<file path="config.mk">
export PLATFORM = sky130hd
export DESIGN_NAME = rdc_top
export DESIGN_NICKNAME = d
export VERILOG_FILES = /design/src/rdc_pkg.sv /design/src/rdc_top.sv /design/src/rdc_pin_filter.sv /design/src/rdc_hold_timer.sv
export SDC_FILE = /design/constraint.sdc
export NUM_CORES = 1
export LEC_CHECK = 0
export ABC_AREA = 1
export BUFFER_PORTS_ARGS = -buffer_cell sky130_fd_sc_hd__buf_2
export CAP_MARGIN = 15
export CORE_MARGIN = 2
export CORE_UTILIZATION = 42
export CTS_CLUSTER_DIAMETER = 60
export DETAILED_ROUTE_END_ITERATION = 16
export PLACE_DENSITY = 0.6
export SETUP_SLACK_MARGIN = 0.5
export SKIP_CTS_REPAIR_TIMING = 1
export SYNTH_ARGS = -nofsm -noshare
export SYNTH_HDL_FRONTEND = slang
export SYNTH_SLANG_ARGS = --single-unit
</file>
<file path="constraint.sdc">
create_clock -name sys_clk -period 2.06 [get_ports sys_clk]
set_input_delay 0.309 -clock sys_clk [delete_from_list [all_inputs] [get_ports sys_clk]]
set_output_delay 0.309 -clock sys_clk [all_outputs]
set_load 0.005 [all_outputs]
</file>
<file path="src/rdc_pkg.sv">
package rdc_pkg;

    // ------------------------------------------------------------
    // timing
    // ------------------------------------------------------------
    localparam int CLK_HZ = 50_000_000;
    localparam int SETTLE_US = 700;    // regulator settling time, microseconds
    localparam int SETTLE_CYC = (SETTLE_US * (CLK_HZ / 1_000_000) + 0);
    localparam int PIN_MIN_CYC = 12;   // shortest pin pulse taken as a warm reset
    localparam int WARM_CYC = 16;      // internal hold after watchdog or software reset
    localparam int HOLD_W = 20;
    localparam logic [HOLD_W-1:0] OSCH_RST = 20'h00010;

    // ------------------------------------------------------------
    // register offsets and fields
    // ------------------------------------------------------------
    localparam logic [11:0] OFS_CTRL = 12'h000;
    localparam logic [11:0] OFS_STAT = 12'h004;
    localparam logic [11:0] OFS_FLAG = 12'h008;
    localparam logic [11:0] OFS_FSEC = 12'h00c;
    localparam logic [11:0] OFS_OSCH = 12'h010;
    localparam int CTRL_PLL = 0;
    localparam int CTRL_CFG = 4;
    localparam int CTRL_SWRST = 8;
    localparam int STAT_STATE = 8;
    localparam logic [1:0] RESP_OKAY = 2'h0;
    localparam logic [1:0] RESP_SLVERR = 2'h2;

    // ------------------------------------------------------------
    // debug pin sets: bit 0 tms/swdio, 1 tck/swclk, 2 tdo/viewer,
    // 3 tdi, 4 trst, 5 trace clock, 9..6 trace data
    // ------------------------------------------------------------
    typedef enum logic [2:0] {
        DBG_JTAG_SW,
        DBG_JTAG_NOTRST,
        DBG_JTAG_TRACE,
        DBG_SW,
        DBG_SW_VIEW,
        DBG_OFF
    } rdc_dbg_cfg_t;
    localparam int PIN_W = 10;
    localparam logic [PIN_W-1:0] MASK_JTAG_SW = 10'h01f;
    localparam logic [PIN_W-1:0] MASK_JTAG_NOTRST = 10'h00f;
    localparam logic [PIN_W-1:0] MASK_JTAG_TRACE = 10'h3ff;
    localparam logic [PIN_W-1:0] MASK_SW = 10'h003;
    localparam logic [PIN_W-1:0] MASK_SW_VIEW = 10'h007;
    localparam logic [PIN_W-1:0] MASK_OFF = 10'h000;

    typedef struct packed {
        logic sw;
        logic wdt;
        logic pin;
        logic cold;
    } rdc_flags_t;
    localparam rdc_flags_t FLAGS_RST = 4'h1;

    typedef enum logic [1:0] {ST_HOLD, ST_RUN, ST_PIN} rdc_state_t;

endpackage

</file>
<file path="src/rdc_top.sv">
// Decided for this implementation: the AXI4-Lite slave port and the placing of the registers.
`timescale 1ns/1ps
// Behaviour
// chip reset comes from reset pin, watchdog timeout or software request
// software must not request reset while running in slow clock mode
// at power-up the pin is held low at least 700 us
// cold reset hold time is configurable for oscillator settling; cold hold is fixed by COLD_CYC, osch_q sets only the hold after pin reset
// pin low for 12 or more clocks is a valid warm reset
// warm reset returns control registers to reset values
// debug, cause flag and flash security state clear on cold reset only
// pll multiplier is off after any reset until software enables it
// core starts the reset routine when reset processing ends
// ram contents are not kept through reset
// debug tool traffic refused while the reset pin is asserted
// tool sets breakpoints then requests software reset to stop at vector
// after reset the five shared pins carry their debug functions
// software avoids moving debug pins to ports right after reset
// six debug pin sets; unused pins become general-purpose ports
// watchdog frozen while core is halted; other peripherals run
// internal reset release is synchronised to the system clock
module rdc_top #(
    parameter int COLD_CYC = rdc_pkg::SETTLE_CYC,
    parameter int ADDR_W = 12
) (
    input wire logic sys_clk,
    input wire logic rstn,
    input wire logic rst_pin_n,
    input wire logic wdt_timeout,
    input wire logic sw_system_reset_request,
    input wire logic core_halted,
    output logic chip_rst_n,
    output logic debug_rst_n,
    output logic fetch_start,
    output logic pll_en,
    output logic [rdc_pkg::PIN_W-1:0] dbg_pin_func,
    output logic dbg_link_en,
    output logic wdt_freeze,
    output logic flash_sec,
    input wire logic [ADDR_W-1:0] s_axi_awaddr,
    input wire logic s_axi_awvalid,
    output logic s_axi_awready,
    input wire logic [31:0] s_axi_wdata,
    input wire logic [3:0] s_axi_wstrb,
    input wire logic s_axi_wvalid,
    output logic s_axi_wready,
    output logic [1:0] s_axi_bresp,
    output logic s_axi_bvalid,
    input wire logic s_axi_bready,
    input wire logic [ADDR_W-1:0] s_axi_araddr,
    input wire logic s_axi_arvalid,
    output logic s_axi_arready,
    output logic [31:0] s_axi_rdata,
    output logic [1:0] s_axi_rresp,
    output logic s_axi_rvalid,
    input wire logic s_axi_rready
);
    localparam logic [rdc_pkg::HOLD_W-1:0] COLD_LOAD = rdc_pkg::HOLD_W'(COLD_CYC);
    localparam logic [rdc_pkg::HOLD_W-1:0] WARM_LOAD = rdc_pkg::HOLD_W'(rdc_pkg::WARM_CYC);

    rdc_pkg::rdc_state_t state_q, state_d;
    rdc_pkg::rdc_flags_t flags_q, flags_d, set_v;
    rdc_pkg::rdc_dbg_cfg_t cfg_q, cfg_d;
    logic pin_low, pin_reset, tmr_start, tmr_done;
    logic [rdc_pkg::HOLD_W-1:0] tmr_load, osch_q, osch_d;
    logic crst_q, crst_d, drst_q, fetch_q, fetch_d;
    logic pll_q, pll_d, swreq_q, swreq_d, link_q, freeze_q, fsec_q, fsec_d;
    logic [rdc_pkg::PIN_W-1:0] mask_q, mask_d;
    logic [ADDR_W-1:0] aw_q, aw_d;
    logic [31:0] wd_q, wd_d, rd_q, rd_d, cur, nv, wm;
    logic [3:0] ws_q, ws_d;
    logic awok_q, awok_d, wok_q, wok_d, awr_q, awr_d, wr_q, wr_d;
    logic bv_q, bv_d, arr_q, arr_d, rv_q, rv_d, wr_fire, wr_hit, rd_hit;
    logic [1:0] br_q, br_d, rr_q, rr_d;
    logic [31:0] rd_val;

    // ------------------------------------------------------------
    // reset pin filter and hold timer
    // ------------------------------------------------------------
    rdc_pin_filter #(.MIN_CYC(rdc_pkg::PIN_MIN_CYC)) u_pin (
        .sys_clk(sys_clk),
        .rstn(rstn),
        .rst_pin_n(rst_pin_n),
        .pin_low(pin_low),
        .pin_reset(pin_reset)
    );

    rdc_hold_timer #(.W(rdc_pkg::HOLD_W), .INIT(COLD_LOAD)) u_hold (
        .sys_clk(sys_clk),
        .rstn(rstn),
        .start(tmr_start),
        .load(tmr_load),
        .done(tmr_done)
    );

    // ------------------------------------------------------------
    // reset sequencer
    // ------------------------------------------------------------
    // cold entry holds for COLD_CYC; pin entry waits for release then osc hold
    always_comb begin
        state_d = state_q;
        tmr_start = 1'b0;
        tmr_load = '0;
        fetch_d = 1'b0;
        set_v = '0;
        case (state_q)
            rdc_pkg::ST_HOLD: begin
                if (pin_reset) begin
                    state_d = rdc_pkg::ST_PIN;
                    set_v.pin = 1'b1;
                end else if (tmr_done) begin
                    state_d = rdc_pkg::ST_RUN;
                    fetch_d = 1'b1;
                end
            end
            rdc_pkg::ST_RUN: begin
                if (pin_reset) begin
                    state_d = rdc_pkg::ST_PIN;
                    set_v.pin = 1'b1;
                end else if (wdt_timeout) begin
                    state_d = rdc_pkg::ST_HOLD;
                    tmr_start = 1'b1;
                    tmr_load = WARM_LOAD;
                    set_v.wdt = 1'b1;
                end else if (sw_system_reset_request || swreq_q) begin
                    state_d = rdc_pkg::ST_HOLD;
                    tmr_start = 1'b1;
                    tmr_load = WARM_LOAD;
                    set_v.sw = 1'b1;
                end
            end
            rdc_pkg::ST_PIN: begin
                if (!pin_low) begin
                    state_d = rdc_pkg::ST_HOLD;
                    tmr_start = 1'b1;
                    tmr_load = osch_q;
                end
            end
            default: state_d = rdc_pkg::ST_HOLD;
        endcase
        // ram is left untouched; its contents are undefined after release
        crst_d = (state_d == rdc_pkg::ST_RUN);
    end

    always_ff @(posedge sys_clk) begin
        if (!rstn) begin
            state_q <= rdc_pkg::ST_HOLD;
            crst_q <= 1'b0;
            drst_q <= 1'b0;
            fetch_q <= 1'b0;
        end else begin
            state_q <= state_d;
            crst_q <= crst_d;
            drst_q <= 1'b1;
            fetch_q <= fetch_d;
        end
    end

    // ------------------------------------------------------------
    // debug pins, link gate and watchdog freeze
    // ------------------------------------------------------------
    // map the pin set to per-pin debug function enables
    always_comb begin
        case (cfg_d)
            rdc_pkg::DBG_JTAG_SW: mask_d = rdc_pkg::MASK_JTAG_SW;
            rdc_pkg::DBG_JTAG_NOTRST: mask_d = rdc_pkg::MASK_JTAG_NOTRST;
            rdc_pkg::DBG_JTAG_TRACE: mask_d = rdc_pkg::MASK_JTAG_TRACE;
            rdc_pkg::DBG_SW: mask_d = rdc_pkg::MASK_SW;
            rdc_pkg::DBG_SW_VIEW: mask_d = rdc_pkg::MASK_SW_VIEW;
            default: mask_d = rdc_pkg::MASK_OFF;
        endcase
    end

    always_ff @(posedge sys_clk) begin
        if (!rstn) begin
            mask_q <= rdc_pkg::MASK_JTAG_SW;
            link_q <= 1'b0;
            freeze_q <= 1'b0;
        end else begin
            mask_q <= mask_d;
            link_q <= !pin_low;
            freeze_q <= core_halted;
        end
    end

    // ------------------------------------------------------------
    // axi4-lite handshakes
    // ------------------------------------------------------------
    assign wr_fire = awok_q && wok_q && !bv_q;

    // address and data are taken in either order; response follows both
    always_comb begin
        aw_d = aw_q;
        wd_d = wd_q;
        ws_d = ws_q;
        awok_d = awok_q;
        wok_d = wok_q;
        bv_d = bv_q;
        br_d = br_q;
        if (s_axi_awvalid && awr_q) begin
            aw_d = s_axi_awaddr;
            awok_d = 1'b1;
        end
        if (s_axi_wvalid && wr_q) begin
            wd_d = s_axi_wdata;
            ws_d = s_axi_wstrb;
            wok_d = 1'b1;
        end
        if (wr_fire) begin
            awok_d = 1'b0;
            wok_d = 1'b0;
            bv_d = 1'b1;
            br_d = wr_hit ? rdc_pkg::RESP_OKAY : rdc_pkg::RESP_SLVERR;
        end else if (bv_q && s_axi_bready) begin
            bv_d = 1'b0;
        end
        awr_d = !awok_d && !bv_d;
        wr_d = !wok_d && !bv_d;
        arr_d = arr_q;
        rv_d = rv_q;
        rd_d = rd_q;
        rr_d = rr_q;
        if (s_axi_arvalid && arr_q) begin
            arr_d = 1'b0;
            rv_d = 1'b1;
            rd_d = rd_val;
            rr_d = rd_hit ? rdc_pkg::RESP_OKAY : rdc_pkg::RESP_SLVERR;
        end else if (rv_q && s_axi_rready) begin
            rv_d = 1'b0;
            arr_d = 1'b1;
        end
    end

    always_ff @(posedge sys_clk) begin
        if (!rstn) begin
            aw_q <= '0;
            wd_q <= '0;
            ws_q <= '0;
            awok_q <= 1'b0;
            wok_q <= 1'b0;
            awr_q <= 1'b1;
            wr_q <= 1'b1;
            bv_q <= 1'b0;
            br_q <= rdc_pkg::RESP_OKAY;
            arr_q <= 1'b1;
            rv_q <= 1'b0;
            rd_q <= '0;
            rr_q <= rdc_pkg::RESP_OKAY;
        end else begin
            aw_q <= aw_d;
            wd_q <= wd_d;
            ws_q <= ws_d;
            awok_q <= awok_d;
            wok_q <= wok_d;
            awr_q <= awr_d;
            wr_q <= wr_d;
            bv_q <= bv_d;
            br_q <= br_d;
            arr_q <= arr_d;
            rv_q <= rv_d;
            rd_q <= rd_d;
            rr_q <= rr_d;
        end
    end

    // ------------------------------------------------------------
    // register file
    // ------------------------------------------------------------
    // read view of one register; unmapped offsets read zero
    function automatic logic [32:0] reg_view(input logic [ADDR_W-1:0] a);
        logic [11:0] o;
        logic [32:0] v;
        o = a[11:0];
        v = '0;
        if (o == rdc_pkg::OFS_CTRL) begin
            v[32] = 1'b1;
            v[rdc_pkg::CTRL_PLL] = pll_q;
            v[rdc_pkg::CTRL_CFG +: 3] = cfg_q;
        end else if (o == rdc_pkg::OFS_STAT) begin
            v[32] = 1'b1;
            v[4:0] = {link_q, freeze_q, core_halted, pin_low, crst_q};
            v[rdc_pkg::STAT_STATE +: 2] = state_q;
        end else if (o == rdc_pkg::OFS_FLAG) begin
            v = {1'b1, 28'h0000000, flags_q};
        end else if (o == rdc_pkg::OFS_FSEC) begin
            v = {1'b1, 31'h00000000, fsec_q};
        end else if (o == rdc_pkg::OFS_OSCH) begin
            v = {1'b1, 12'h000, osch_q};
        end
        return v;
    endfunction

    // writes, warm reset override and hardware flag set
    always_comb begin
        {rd_hit, rd_val} = reg_view(s_axi_araddr);
        {wr_hit, cur} = reg_view(aw_q);
        wm = {{8{ws_q[3]}}, {8{ws_q[2]}}, {8{ws_q[1]}}, {8{ws_q[0]}}};
        nv = (cur & ~wm) | (wd_q & wm);
        pll_d = pll_q;
        cfg_d = cfg_q;
        swreq_d = swreq_q;
        flags_d = flags_q;
        fsec_d = fsec_q;
        osch_d = osch_q;
        if (wr_fire) begin
            if (aw_q[11:0] == rdc_pkg::OFS_CTRL) begin
                pll_d = nv[rdc_pkg::CTRL_PLL];
                if (nv[rdc_pkg::CTRL_CFG +: 3] <= 3'(rdc_pkg::DBG_OFF)) begin
                    cfg_d = rdc_pkg::rdc_dbg_cfg_t'(nv[rdc_pkg::CTRL_CFG +: 3]);
                end
                swreq_d = nv[rdc_pkg::CTRL_SWRST];
            end else if (aw_q[11:0] == rdc_pkg::OFS_FLAG) begin
                flags_d = flags_q & ~nv[3:0];
            end else if (aw_q[11:0] == rdc_pkg::OFS_FSEC) begin
                fsec_d = nv[0];
            end else if (aw_q[11:0] == rdc_pkg::OFS_OSCH) begin
                osch_d = nv[rdc_pkg::HOLD_W-1:0];
            end
        end
        flags_d = flags_d | set_v; // set wins over clear
        if (!crst_d) begin
            pll_d = 1'b0;
            cfg_d = rdc_pkg::DBG_JTAG_SW;
            swreq_d = 1'b0;
        end
    end

    // flags, security bit and osc hold are reset by cold reset only
    always_ff @(posedge sys_clk) begin
        if (!rstn) begin
            pll_q <= 1'b0;
            cfg_q <= rdc_pkg::DBG_JTAG_SW;
            swreq_q <= 1'b0;
            flags_q <= rdc_pkg::FLAGS_RST;
            fsec_q <= 1'b0;
            osch_q <= rdc_pkg::OSCH_RST;
        end else begin
            pll_q <= pll_d;
            cfg_q <= cfg_d;
            swreq_q <= swreq_d;
            flags_q <= flags_d;
            fsec_q <= fsec_d;
            osch_q <= osch_d;
        end
    end

    // ------------------------------------------------------------
    // outputs
    // ------------------------------------------------------------
    assign chip_rst_n = crst_q;
    assign debug_rst_n = drst_q;
    assign fetch_start = fetch_q;
    assign pll_en = pll_q;
    assign dbg_pin_func = mask_q;
    assign dbg_link_en = link_q;
    assign wdt_freeze = freeze_q;
    assign flash_sec = fsec_q;
    assign s_axi_awready = awr_q;
    assign s_axi_wready = wr_q;
    assign s_axi_bresp = br_q;
    assign s_axi_bvalid = bv_q;
    assign s_axi_arready = arr_q;
    assign s_axi_rdata = rd_q;
    assign s_axi_rresp = rr_q;
    assign s_axi_rvalid = rv_q;
endmodule

</file>
<file path="src/rdc_pin_filter.sv">
`timescale 1ns/1ps
module rdc_pin_filter #(
    parameter int MIN_CYC = rdc_pkg::PIN_MIN_CYC
) (
    input wire logic sys_clk,
    input wire logic rstn,
    input wire logic rst_pin_n,
    output logic pin_low,
    output logic pin_reset
);
    localparam int CW = $clog2(MIN_CYC + 1);
    logic s1_q, s1_d, low_q, low_d, rst_q, rst_d;
    logic [CW-1:0] cnt_q, cnt_d;

    // two-flop sync, then count consecutive low cycles
    always_comb begin
        s1_d = rst_pin_n;
        low_d = !s1_q;
        cnt_d = '0;
        if (low_q) begin
            cnt_d = (cnt_q == CW'(MIN_CYC)) ? cnt_q : cnt_q + CW'(1);
        end
        rst_d = low_q && (cnt_q >= CW'(MIN_CYC - 1));
    end

    always_ff @(posedge sys_clk) begin
        if (!rstn) begin
            s1_q <= 1'b1;
            low_q <= 1'b0;
            cnt_q <= '0;
            rst_q <= 1'b0;
        end else begin
            s1_q <= s1_d;
            low_q <= low_d;
            cnt_q <= cnt_d;
            rst_q <= rst_d;
        end
    end

    assign pin_low = low_q;
    assign pin_reset = rst_q;
endmodule

</file>
<file path="src/rdc_hold_timer.sv">
`timescale 1ns/1ps
module rdc_hold_timer #(
    parameter int W = rdc_pkg::HOLD_W,
    parameter logic [W-1:0] INIT = '0
) (
    input wire logic sys_clk,
    input wire logic rstn,
    input wire logic start,
    input wire logic [W-1:0] load,
    output logic done
);
    logic [W-1:0] cnt_q, cnt_d;

    // load on start, count down to zero
    always_comb begin
        cnt_d = cnt_q;
        if (start) begin
            cnt_d = load;
        end else if (cnt_q != '0) begin
            cnt_d = cnt_q - W'(1);
        end
    end

    always_ff @(posedge sys_clk) begin
        if (!rstn) begin
            cnt_q <= INIT;
        end else begin
            cnt_q <= cnt_d;
        end
    end

    assign done = (cnt_q == '0);
endmodule

</file>
# == Word level (Yosys, flattened, before mapping) ==
# Index checks and enable logic that the tools add are counted.
# totals
regBits,152
in_bits,71
out_inout_bits,58
wordCells,171
# op_classes
addsub,2
n_lt_le_gt_ge,2
n_eq_ne,16
mux,73
bitwise_logic,12
reduce_logical,32
# op_table
cell,count
$mux W33,6
$mux W20,5
$pmux W10 S5,1
$eq A12 B4 Y1 const B,4
$and A20 B20 Y20,2
$pmux W20 S2,1
$mux W3,10
$mux W1,26
$mux W25,1
$eq A12 B3 Y1 const B,2
$eq A12 B5 Y1 const B,2
$logic_not A12 Y1,2
$mux W2,12
$mux W22,1
$logic_not A20 Y1,1
$not A20 Y20,1
$or A20 B20 Y20,1
$reduce_bool A20 Y1,1
$sub A20 B1 Y20 const B,1
$mux W5,3
$mux W13,1
$mux W4,3
$logic_and A1 B1 Y1,10
$mux W10,1
25 further kinds,39

# == Longest topological paths before layout ==
# Gate-level depths: netlist (run 1).
# logic_depth
ltp_word,15
depth_mapped,13
ltp_nobuf,13

# == Hierarchy ==
# Synthesis (run 1) repeated with hierarchy kept, for this count alone.
# hier_totals
cells_unflattened,911
hier_area_um2,6442.4
# modules_own_cells
module,instances,cells_per_inst,area_per_inst_um2,seq_area_each_um2
rdc_top,1,686,4884.7,2122.0
rdc_hold_timer,1,183,1252.5,400.4
rdc_pin_filter,1,42,305.3,140.1

# == Worst setup path after synthesis (run 1) ==
# Ideal clock, no wire load.
# synth_timing
path_kind,register to register
start,register state_q[0]
end,register u_hold.cnt_q[15]
setup_time_ns,0.124
t_arrival_ns,1.654
path_slack_ns,0.282
path_stages_with_launch,12
n_path_buf,1
synth_period_minus_slack_ns,1.778
path_cell_list,dfxtp_1 -> ha_1 -> inv_1 -> nor2_2 -> nand2_1 -> inv_1 -> nor2_1 -> nor2_4 -> clkinv_1 -> buf_2 -> a31oi_1 -> o21ai_0
# synth_between
elab_chain_len,3
word_cells_on_any_way,6
cone_classes,eq/ne: 2; mux: 3; reduce/logical: 1
# synth_rtl
item,line,text
"start, declared",rdc_top.sv:60,"rdc_pkg::rdc_state_t state_q, state_d;"
"start signal, assigned",rdc_top.sv:146,state_q <= rdc_pkg::ST_HOLD;
"start signal, assigned",rdc_top.sv:151,state_q <= state_d;
$eq A2 B2 Y1 / $eq A2 B1 Y1 (equally long branches),rdc_top.sv:105,case (state_q)
$pmux W20 S2 / $pmux W1 S2 (equally long branches),rdc_top.sv:105,
$mux W20 / $reduce_bool A2 Y1 (equally long branches),n/a,
"end signal, assigned",rdc_hold_timer.sv:28,cnt_q <= cnt_d;
"end, declared",rdc_hold_timer.sv:12,"logic [W-1:0] cnt_q, cnt_d;"
# Parallel ways exist; a longest one is shown, timed or not.
# A chain may end at the register's enable or synchronous reset.

# == Final worst setup path (run 1) ==
# layout_timing
start,register u_hold.cnt_q[12]
end,"register mask_q, in the netlist dbg_pin_func[2]"
# layout_between
elab_chain_len,8
word_cells_on_any_way,12
cone_classes,eq/ne: 5; mux: 5; reduce/logical: 2
# layout_rtl
item,line,text
$logic_not A20 Y1 *,rdc_hold_timer.sv:32,assign done = (cnt_q == '0);
$mux W2 *,rdc_top.sv:110,end else if (tmr_done) begin
$mux W2 *,rdc_top.sv:107,if (pin_reset) begin
$pmux W2 S3 *,rdc_top.sv:105,
$eq A2 B1 Y1 *,rdc_top.sv:141,crst_d = (state_d == rdc_pkg::ST_RUN);
$mux W3 *,rdc_top.sv:320,if (!crst_d) begin
$eq A3 B3 Y1 (tied with other cells),rdc_top.sv:163,case (cfg_d)
$pmux W10 S5 *,rdc_top.sv:163,
"end signal, assigned",rdc_top.sv:175,mask_q <= rdc_pkg::MASK_JTAG_SW;
"end signal, assigned",rdc_top.sv:179,mask_q <= mask_d;
"end, declared",rdc_top.sv:67,"logic [rdc_pkg::PIN_W-1:0] mask_q, mask_d;"
# Every way passes the cells marked *; elsewhere a longest branch is shown, timed or not.

==> results.txt, run 1 <==
----------------------------------------------------
[Cells and area]
  Area grow syn2layout ... 37.43%
  Share of post-route cells with drive strength above 1 ... 34.90%
  Nets ... 1,085
  Number of antenna diodes ... 0
  Post-route core utilization ... 58.98%
  Area of all sequential standard cells ... about 2700 sq um
  Multi-input gate area ... 3496 sq um
  Number of fill cells ... between 1,000 and 1,500

[STA]
  Tightest Pin Transition ... 0.5331 ns
  TNS Setup ... 0 ns
  Setup repair after global routing missed its margin ... true
  Post-layout worst setup margin ... around 0.24 ns
  Worst setup skew after layout ... between 0.007 and 0.008 ns
  Max Clk Rate ... around 550 MHz
  Share of the clock period used by the worst path ... 88.32%
  Final Hold Vio Count ... 0
  Slew Limit Headroom ... 64.41%
  Post-route minimum period ... 1.819 ns
  Count of pins over their slew limit ... 0
  Final count of negative-setup-slack endpoints ... 0
  Min Hold Slack ... 0.07963 ns

[Place]
  Weighted congestion at the end of routability-driven global placement ... 0.8958
  Count of buffers inserted at the top-level ports ... 101
  Half-perimeter wire length after placement ... 12.22 mm
  Placement Setup Slack ... 0.1557 ns

[Clock network]
  Cts bufs inserted ... 17
  Number of sinks on the clock net ... 133
  Level count of the clock H-tree ... 4
  Clock root cell ... sky130_fd_sc_hd__clkbuf_16
  TritonCTS clock tree ... yes
  Worst-case clock buffer depth ... 2
  Insertion delay of the later-clocked pin in the worst-skew pair ... 0.43 ns
  CTS clock-pin slew for the worst setup and hold paths ... 0.06 ns

[Job]
  Number of violations of the max-capacitance limit ... 0

[Logic synthesis]
  Netlist area before placement ... 6213 sq um
  Average instance area after synthesis ... about 7.2 sq um
  Synth top area share ... 42.85%
  Number of distinct library cell variants in the gate-level netlist after synthesis ... 47
  Number of synthesized register bits ... between 100 and 150
  Gate count after technology mapping ... around 860
  Predominant post-synthesis flop cell ... sky130_fd_sc_hd__dfxtp_1
  Cell accounting for the most synthesized area ... sky130_fd_sc_hd__dfxtp_1
  Post-synthesis sequential area ratio ... 42.85%
  Number of synthesis warnings ... 0
  Number of flops mapped to enable cells by yosys ... 0
  Largest cells by area after synthesis ... sky130_fd_sc_hd__dfxtp_1, sky130_fd_sc_hd__nand2_1, sky130_fd_sc_hd__nor2_1, sky130_fd_sc_hd__o21ai_0, sky130_fd_sc_hd__inv_1
  Async set-reset flop share out of synthesis ... 0%

[Pwr]
  VDD IR-drop max ... ~0.56 mV
  Clock share of power ... slightly below 50%
  Internal ... 0.005204 W
  Leakage power summed over all cells ... 3.812 nW
  Net load switching power ... 0.001713 W
  Power share of the sequential group ... 40.1%
  Switching part of the total power ... 24.77%
  Part of the power in combinational logic ... between 10% and 20%
  Areal power density over the cells ... 810.1 nW/um^2

[Drt]
  1st-iter DRT viols ... 324
  DR WL/cell ... around 15 um
  DRC Markers ... 0
  Total via count in the routed design ... 6,165
  Routed Wire Length ... 17.85 mm
  Via density ... roughly 5.1
  Remaining antenna violation count ... 0
  Count of TritonRoute iterations in the first routing pass ... 6

[Global route]
  Maximum number of pins on one net before global-route repair ... 36
  Number of antenna violations at the first check in global routing ... 0
  Vias in the first global route ... 5,409
  Global-route wire length before repair ... 27.20 mm
  Total global routing track utilization ... 21.45%
  Final global-route overflow total ... 0

[Outcome]
  Status ... finished, final reports clean

[Setup path]
  Critical path fanouts, max ... 5
  Type of the setup path with the least slack ... flip-flop to flip-flop
  Type of element launching the critical path ... flip-flop
  Data arrival time at the worst-slack endpoint ... 2.13 ns
  Required time reported for the critical path endpoint ... 2.37 ns
  Capturing element type of the critical path ... flip-flop

[Floorplanning]
  Std-Cell Rows ... 44
  Ports placed on the boundary ... 129
  Die ar. ... between 15,000 and 20,000 sq um
  Core outline area ... 14,480 sq um
  Vert. Die Dim ... 125.6 um
  Die width ... 125.6 um
  Starting density of the core ... between 40% and 50%

[Hold path]
  Hold Crit Class ... input port to flip-flop

----------------------------------------------------
routing by layer:
| metal | vias to the layer above | global-route usage, % | part of all wire (%) |
|---|---|---|---|
| met5 | - | 0 | 0 |
| met3 | 32 | 4.758 | 6.6 |
| met2 | 184 | 32.34 | 45 |
| met1 | 2848 | 30.19 | 46 |
| li1 | 3101 | - | - |
| met4 | 0 | 7.908 | 2.3 |
power by group through the flow:
stage	sequential (W)	clock (W)	combinational, W
3_3_place_gp	0.00282	0	0.000593
6_report	0.00277	0.00337	0.000776
3_5_place_dp	0.00282	0	0.000598
2_1_floorplan	0.00280	0	0.000425
5_1_grt	0.00279	0.00351	0.000869
4_1_cts	0.00276	0.00340	0.000601
cells in the final DEF (no fill, tap or decap), types with 12 or more instances in the layout:
cell                        instances
sky130_fd_sc_hd__a21oi_1           54
sky130_fd_sc_hd__nor2_1           104
sky130_fd_sc_hd__buf_4             49
sky130_fd_sc_hd__clkbuf_16         17
sky130_fd_sc_hd__o21ai_1           12
sky130_fd_sc_hd__o21ai_0           52
sky130_fd_sc_hd__inv_1             79
sky130_fd_sc_hd__nor2_2            12
sky130_fd_sc_hd__nand2_1          115
sky130_fd_sc_hd__o21ai_2           19
sky130_fd_sc_hd__conb_1            14
sky130_fd_sc_hd__buf_2            101
sky130_fd_sc_hd__nand3_1           49
sky130_fd_sc_hd__nand2_2           17
sky130_fd_sc_hd__nor3_1            13
sky130_fd_sc_hd__dfxtp_1          118
sky130_fd_sc_hd__nor2_4            15
worst max-delay path, stage by stage (launching register included):
cell and delay [ns]:
sky130_fd_sc_hd__dfxtp_1 0.34, sky130_fd_sc_hd__nor2_1 0.19, sky130_fd_sc_hd__nand2_1 0.11, sky130_fd_sc_hd__nor2_1 0.12, sky130_fd_sc_hd__nand3_1 0.13, sky130_fd_sc_hd__nand2_1 0.13
sky130_fd_sc_hd__nand4_1 0.16, sky130_fd_sc_hd__nor2_4 0.24, sky130_fd_sc_hd__nand3_4 0.11, sky130_fd_sc_hd__nand2_2 0.10, sky130_fd_sc_hd__nand3_2 0.07
worst paths after layout:
check                                startpoint                          to  slack, ns  cells past startpoint
setup / recovery  u_hold.cnt_q[12]$_SDFFE_PN0P_  dbg_pin_func[2]$_SDFF_PN1_       0.24                     10
hold / removal                        rst_pin_n       u_pin.s1_q$_SDFF_PN1_       0.08                      2
setup reg to reg  u_hold.cnt_q[12]$_SDFFE_PN0P_  dbg_pin_func[2]$_SDFF_PN1_       0.24                     10
hold reg to reg           u_pin.s1_q$_SDFF_PN1_    u_pin.pin_low$_SDFF_PN0_       0.40                      1
sequential cells by signal, indices dropped and copies added (netlist names), 4 cells and up:
register,count
flags_q,4
s_axi_rdata,20
osch_q,20
dbg_pin_func,5
u_pin.cnt_q,4
wd_q,20
u_hold.cnt_q,20
aw_q,12
per-stage QoR:
stage                     instance area, sq um  std cells  power [W]
after floorplan                           6356        872   0.003226
after global placement                    6998       1130   0.003410
after detailed placement                  6998       1130   0.003416
after CTS                                 7654       1162   0.006766
after global routing                      8539       1204   0.007170
final                                     8539       1204   0.006918
layout make-up:
cell class,count,area share [%]
clock buffer,19,5.304
clock inverter,13,2.374
inverter,100,4.908
multi-input combinational,593,40.94
sequential,133,31.60
tap,184,2.696
timing repair buffer,160,11.96
timing repair inverter,2,0.2198
synth_stat cells (2+ instances only):
master,n
sky130_fd_sc_hd__o21ai_0,78
sky130_fd_sc_hd__ha_1,7
sky130_fd_sc_hd__nand2_1,138
sky130_fd_sc_hd__nor2_1,122
sky130_fd_sc_hd__xnor2_1,2
sky130_fd_sc_hd__nor3_1,15
sky130_fd_sc_hd__nand2_4,2
sky130_fd_sc_hd__inv_1,89
sky130_fd_sc_hd__nor2_4,5
sky130_fd_sc_hd__a21oi_1,66
sky130_fd_sc_hd__a22oi_1,13
sky130_fd_sc_hd__nor4_1,2
sky130_fd_sc_hd__dfxtp_1,133
sky130_fd_sc_hd__nand4_1,9
sky130_fd_sc_hd__o22ai_1,3
sky130_fd_sc_hd__a32oi_1,2
sky130_fd_sc_hd__xor2_1,11
sky130_fd_sc_hd__nand3_2,2
sky130_fd_sc_hd__clkbuf_1,19
sky130_fd_sc_hd__buf_2,4
sky130_fd_sc_hd__o211ai_1,7
sky130_fd_sc_hd__inv_2,5
sky130_fd_sc_hd__nor2_2,4
sky130_fd_sc_hd__clkinv_1,3
sky130_fd_sc_hd__or2_2,3
sky130_fd_sc_hd__buf_4,20
sky130_fd_sc_hd__buf_1,3
sky130_fd_sc_hd__o21ai_1,5
sky130_fd_sc_hd__nand2_2,2
sky130_fd_sc_hd__nand3_1,60
sky130_fd_sc_hd__a31oi_1,7
sky130_fd_sc_hd__inv_4,3
logic make-up (layout without fill, tap and decap cells):
logic type / Yosys count / after routing / share of synthesized area [%]
XOR/XNOR: 13 / 13 / 1.832
buffers and inverters: 147 / 294 / 10.47
adder cells (fa/ha/maj): 7 / 7 / 1.410
AND/OR/NAND/NOR: 370 / 371 / 26.76
flip-flops: 133 / 133 / 42.85
other: 1 / 14 / 0.06035
AO/OA/AOI/OAI: 188 / 188 / 16.61
(Power assumes the default switching activity.)
==> run 2: changes to the inputs <==
ABC_AREA = default   (was 1)
==> run 2 against run 1 <==
Compared with the run above: the run now ends with negative setup slack left; largest cell class unchanged; synthesized area fell by 1.7%; first-iteration DRC count rose by 14%; maximum frequency fell by 13%.
==> results.txt, run 2 <==
----------------------------------------------------
[STA]
  Worst setup skew after layout ... 0.009935 ns (+0.002082 ns)
  Post-route minimum period ... 2.092 ns (+0.2721 ns)
  Post-layout worst setup margin ... -0.03154 ns (-0.2721 ns)
  Count of pins over their slew limit ... 0 (unchanged)
  Tightest Pin Transition ... 0.9062 ns (+0.3731 ns)
  Share of the clock period used by the worst path ... 101.5% (+13 points)
  Max Clk Rate ... 478.1 MHz (-13%)
  Setup repair after global routing missed its margin ... true
  Final count of negative-setup-slack endpoints ... 2 (+2)
  Final Hold Vio Count ... 0 (unchanged)
  Min Hold Slack ... 0.07528 ns (-0.004356 ns)
  Slew Limit Headroom ... 39.51% (-25 points)

[Setup path]
  Family with the most delay on the worst path ... compound AO/OA/AOI/OAI gates
  Total number of cells along the worst setup path ... 9 (-1)
  Crit path buffers/inverters ... 2 (+2)
  Type of element launching the critical path ... flip-flop
  Crit path max-delay cell type ... sky130_fd_sc_hd__dfxtp_4
  Required time reported for the critical path endpoint ... 2.37 ns (about the same)
  Capturing element type of the critical path ... flip-flop
  Critical path fanouts, max ... 6 (+1)
  Data arrival time at the worst-slack endpoint ... 2.41 ns (+0.28 ns)
  Slowest Stage Delay on Critical Path ... 0.37 ns (+0.03 ns)
  CP Cell Sequence ... inv_1 > ha_2 > nor2b_4 > a311oi_2 > a211o_2 > o21ai_4 > buf_4 > nand2_4 > a211o_1
  Type of the setup path with the least slack ... flip-flop to flip-flop
  Reg2Reg Depth ... 9 (-1)

[Global route]
  Global-route wire length before repair ... 27.05 mm (-0.53%)
  Number of antenna violations at the first check in global routing ... 0 (unchanged)
  Vias in the first global route ... 5,402 (-0.13%)
  Maximum number of pins on one net before global-route repair ... 30 (-17%)
  Total global routing track utilization ... 21.61% (+0.17 points)
  Final global-route overflow total ... 0 (unchanged)

[Hold path]
  Hold Crit Class ... input port to flip-flop
  Cell count of the worst hold path ... 2 (unchanged)

[Cells and area]
  Area grow syn2layout ... 38.81%
  Number of non-filler instances in the completed layout ... 1,080 (-10%)
  Number of antenna diodes ... 0 (unchanged)
  Nets ... 962 (-11%)
  Most common library cell in the layout ignoring fill and taps ... sky130_fd_sc_hd__dfxtp_1
  Most used cells in the layout excluding fill and tap cells ... sky130_fd_sc_hd__dfxtp_1, sky130_fd_sc_hd__nand2_1, sky130_fd_sc_hd__buf_2, sky130_fd_sc_hd__a21oi_1, sky130_fd_sc_hd__nor2_1
  Share of post-route cells with drive strength above 1 ... 37.39% (+2.5 points)

[Drt]
  Total via count in the routed design ... 5,936 (-3.7%)
  Remaining antenna violation count ... 0 (unchanged)
  Via density ... 5.496 (+7.3%)
  Routed Wire Length ... 17.96 mm (+0.61%)
  1st-iter DRT viols ... 369 (+14%)
  DRC Markers ... 0 (unchanged)
  Count of TritonRoute iterations in the first routing pass ... 7 (+1)
  DR WL/cell ... 16.63 um (+12%)

[Clock network]
  Cts bufs inserted ... 17 (unchanged)
  Level count of the clock H-tree ... 4 (unchanged)
  Clock root cell ... sky130_fd_sc_hd__clkbuf_16
  TritonCTS clock tree ... yes
  CTS clock-pin slew for the worst setup and hold paths ... 0.06 ns (about the same)
  Insertion delay of the later-clocked pin in the worst-skew pair ... 0.43 ns (about the same)
  Worst-case clock buffer depth ... 2 (unchanged)
  Number of sinks on the clock net ... 133 (unchanged)

[Place]
  Total placed cells including tap cells ... 1,021 (-9.6%)
  Half-perimeter wire length after placement ... 12.21 mm (about the same)
  Placement Setup Slack ... -0.007515 ns (-0.1632 ns)
  Weighted congestion at the end of routability-driven global placement ... 0.8997 (+0.44%)
  Count of buffers inserted at the top-level ports ... 101 (unchanged)

[Floorplanning]
  Ports placed on the boundary ... 129 (unchanged)
  Die ar. ... 15,520 sq um (-1.7%)
  Vert. Die Dim ... 124.6 um (-0.84%)
  Std-Cell Rows ... 44 (unchanged)
  Core outline area ... 14,370 sq um (-0.76%)
  Die width ... 124.6 um (-0.84%)
  Starting density of the core ... 42.49% (-0.42 points)

[Logic synthesis]
  Number of synthesized register bits ... 133 (unchanged)
  Synth top area share ... 43.61% (+0.76 points)
  Most frequent cells after synthesis ... sky130_fd_sc_hd__dfxtp_1, sky130_fd_sc_hd__nand2_1, sky130_fd_sc_hd__a21oi_1
  Gate count after technology mapping ... 743 (-14%)
  Count leader, synth ... sky130_fd_sc_hd__dfxtp_1
  Predominant post-synthesis flop cell ... sky130_fd_sc_hd__dfxtp_1
  Cell accounting for the most synthesized area ... sky130_fd_sc_hd__dfxtp_1
  Number of distinct library cell variants in the gate-level netlist after synthesis ... 72 (+53%)
  Number of flops mapped to enable cells by yosys ... 0 (unchanged)
  Average instance area after synthesis ... 8.218 sq um (+14%)
  Number of synthesis warnings ... 0 (unchanged)
  Post-synthesis sequential area ratio ... 43.61% (+0.76 points)
  Largest cells by area after synthesis ... sky130_fd_sc_hd__dfxtp_1, sky130_fd_sc_hd__nand2_1, sky130_fd_sc_hd__a21oi_1, sky130_fd_sc_hd__nor2_1, sky130_fd_sc_hd__a22oi_1
  Netlist area before placement ... 6106 sq um (-1.7%)
  Async set-reset flop share out of synthesis ... 0% (unchanged)

[Pwr]
  Areal power density over the cells ... 773.4 nW/um^2 (-4.5%)
  Leakage power summed over all cells ... 3.287 nW (-14%)
  VDD IR-drop max ... 0.4967 mV (-11%)

[Job]
  Number of violations of the max-capacitance limit ... 0 (unchanged)

[Outcome]
  Status ... finished with violations
  Violations in the final reports ... negative setup slack

----------------------------------------------------
run 2: layer usage:
layer  track usage [%]  vias to the layer above  wire length [um]
met5                 0                        -                 0
met4             6.675                        0               209
met3             5.455                       19               955
met2             33.94                      191              8528
met1             29.31                     2838              8262
li1                  -                     2888                 -
run 2: power breakdown:
| part | internal, W | switching (W) |
|---|---|---|
| logic | 0.000237 | 0.000338 |
| registers | 0.00266 | 0.000105 |
| clock network | 0.00212 | 0.00109 |
run 2: cell type report:
type	count	area (sq um)
clock buffer	24	523.0
clock inverter	7	115.1
fill	1233	5893
inverter	16	62.56
multi-input combinational	548	3719
sequential	133	2685
tap	184	230.2
timing repair buffer	168	1141
run 2: final timing paths:
check | start | endpoint | slack, ns
setup / recovery | state_q[0]$_SDFF_PN0_ | dbg_pin_func[1]$_SDFF_PN1_ | -0.03
hold / removal | rst_pin_n | u_pin.s1_q$_SDFF_PN1_ | 0.08
setup reg to reg | state_q[0]$_SDFF_PN0_ | dbg_pin_func[1]$_SDFF_PN1_ | -0.03
hold reg to reg | u_pin.s1_q$_SDFF_PN1_ | u_pin.pin_low$_SDFF_PN0_ | 0.38
run 2: logic make-up (layout without fill, tap and decap cells):
group | count (synthesis) | in the layout | synth area share [%]
simple gates | 307 | 307 | 24.41
compound gates | 201 | 201 | 20.92
flops | 133 | 133 | 43.61
buf+inv | 75 | 215 | 6.394
mux | 12 | 12 | 2.172
fa+ha+maj | 7 | 7 | 1.434
xor+xnor | 7 | 7 | 1.004
other cells | 1 | 14 | 0.06142
run 2: per-stage QoR:
| stage | area (sq um) | total power [W] | TNS (ns) | util [%] |
|---|---|---|---|---|
| global route | 8476 | 0.006779 | -0.4847 | 58.99 |
| finish | 8476 | 0.006555 | -0.04877 | 58.99 |
| CTS | 7654 | 0.006512 | 0 | 53.27 |
| detailed placement | 7015 | 0.003310 | -0.04645 | 48.82 |
| floorplan | 6317 | 0.003134 | 0 | - |
| global placement | 7015 | 0.003291 | 0 | 48.82 |
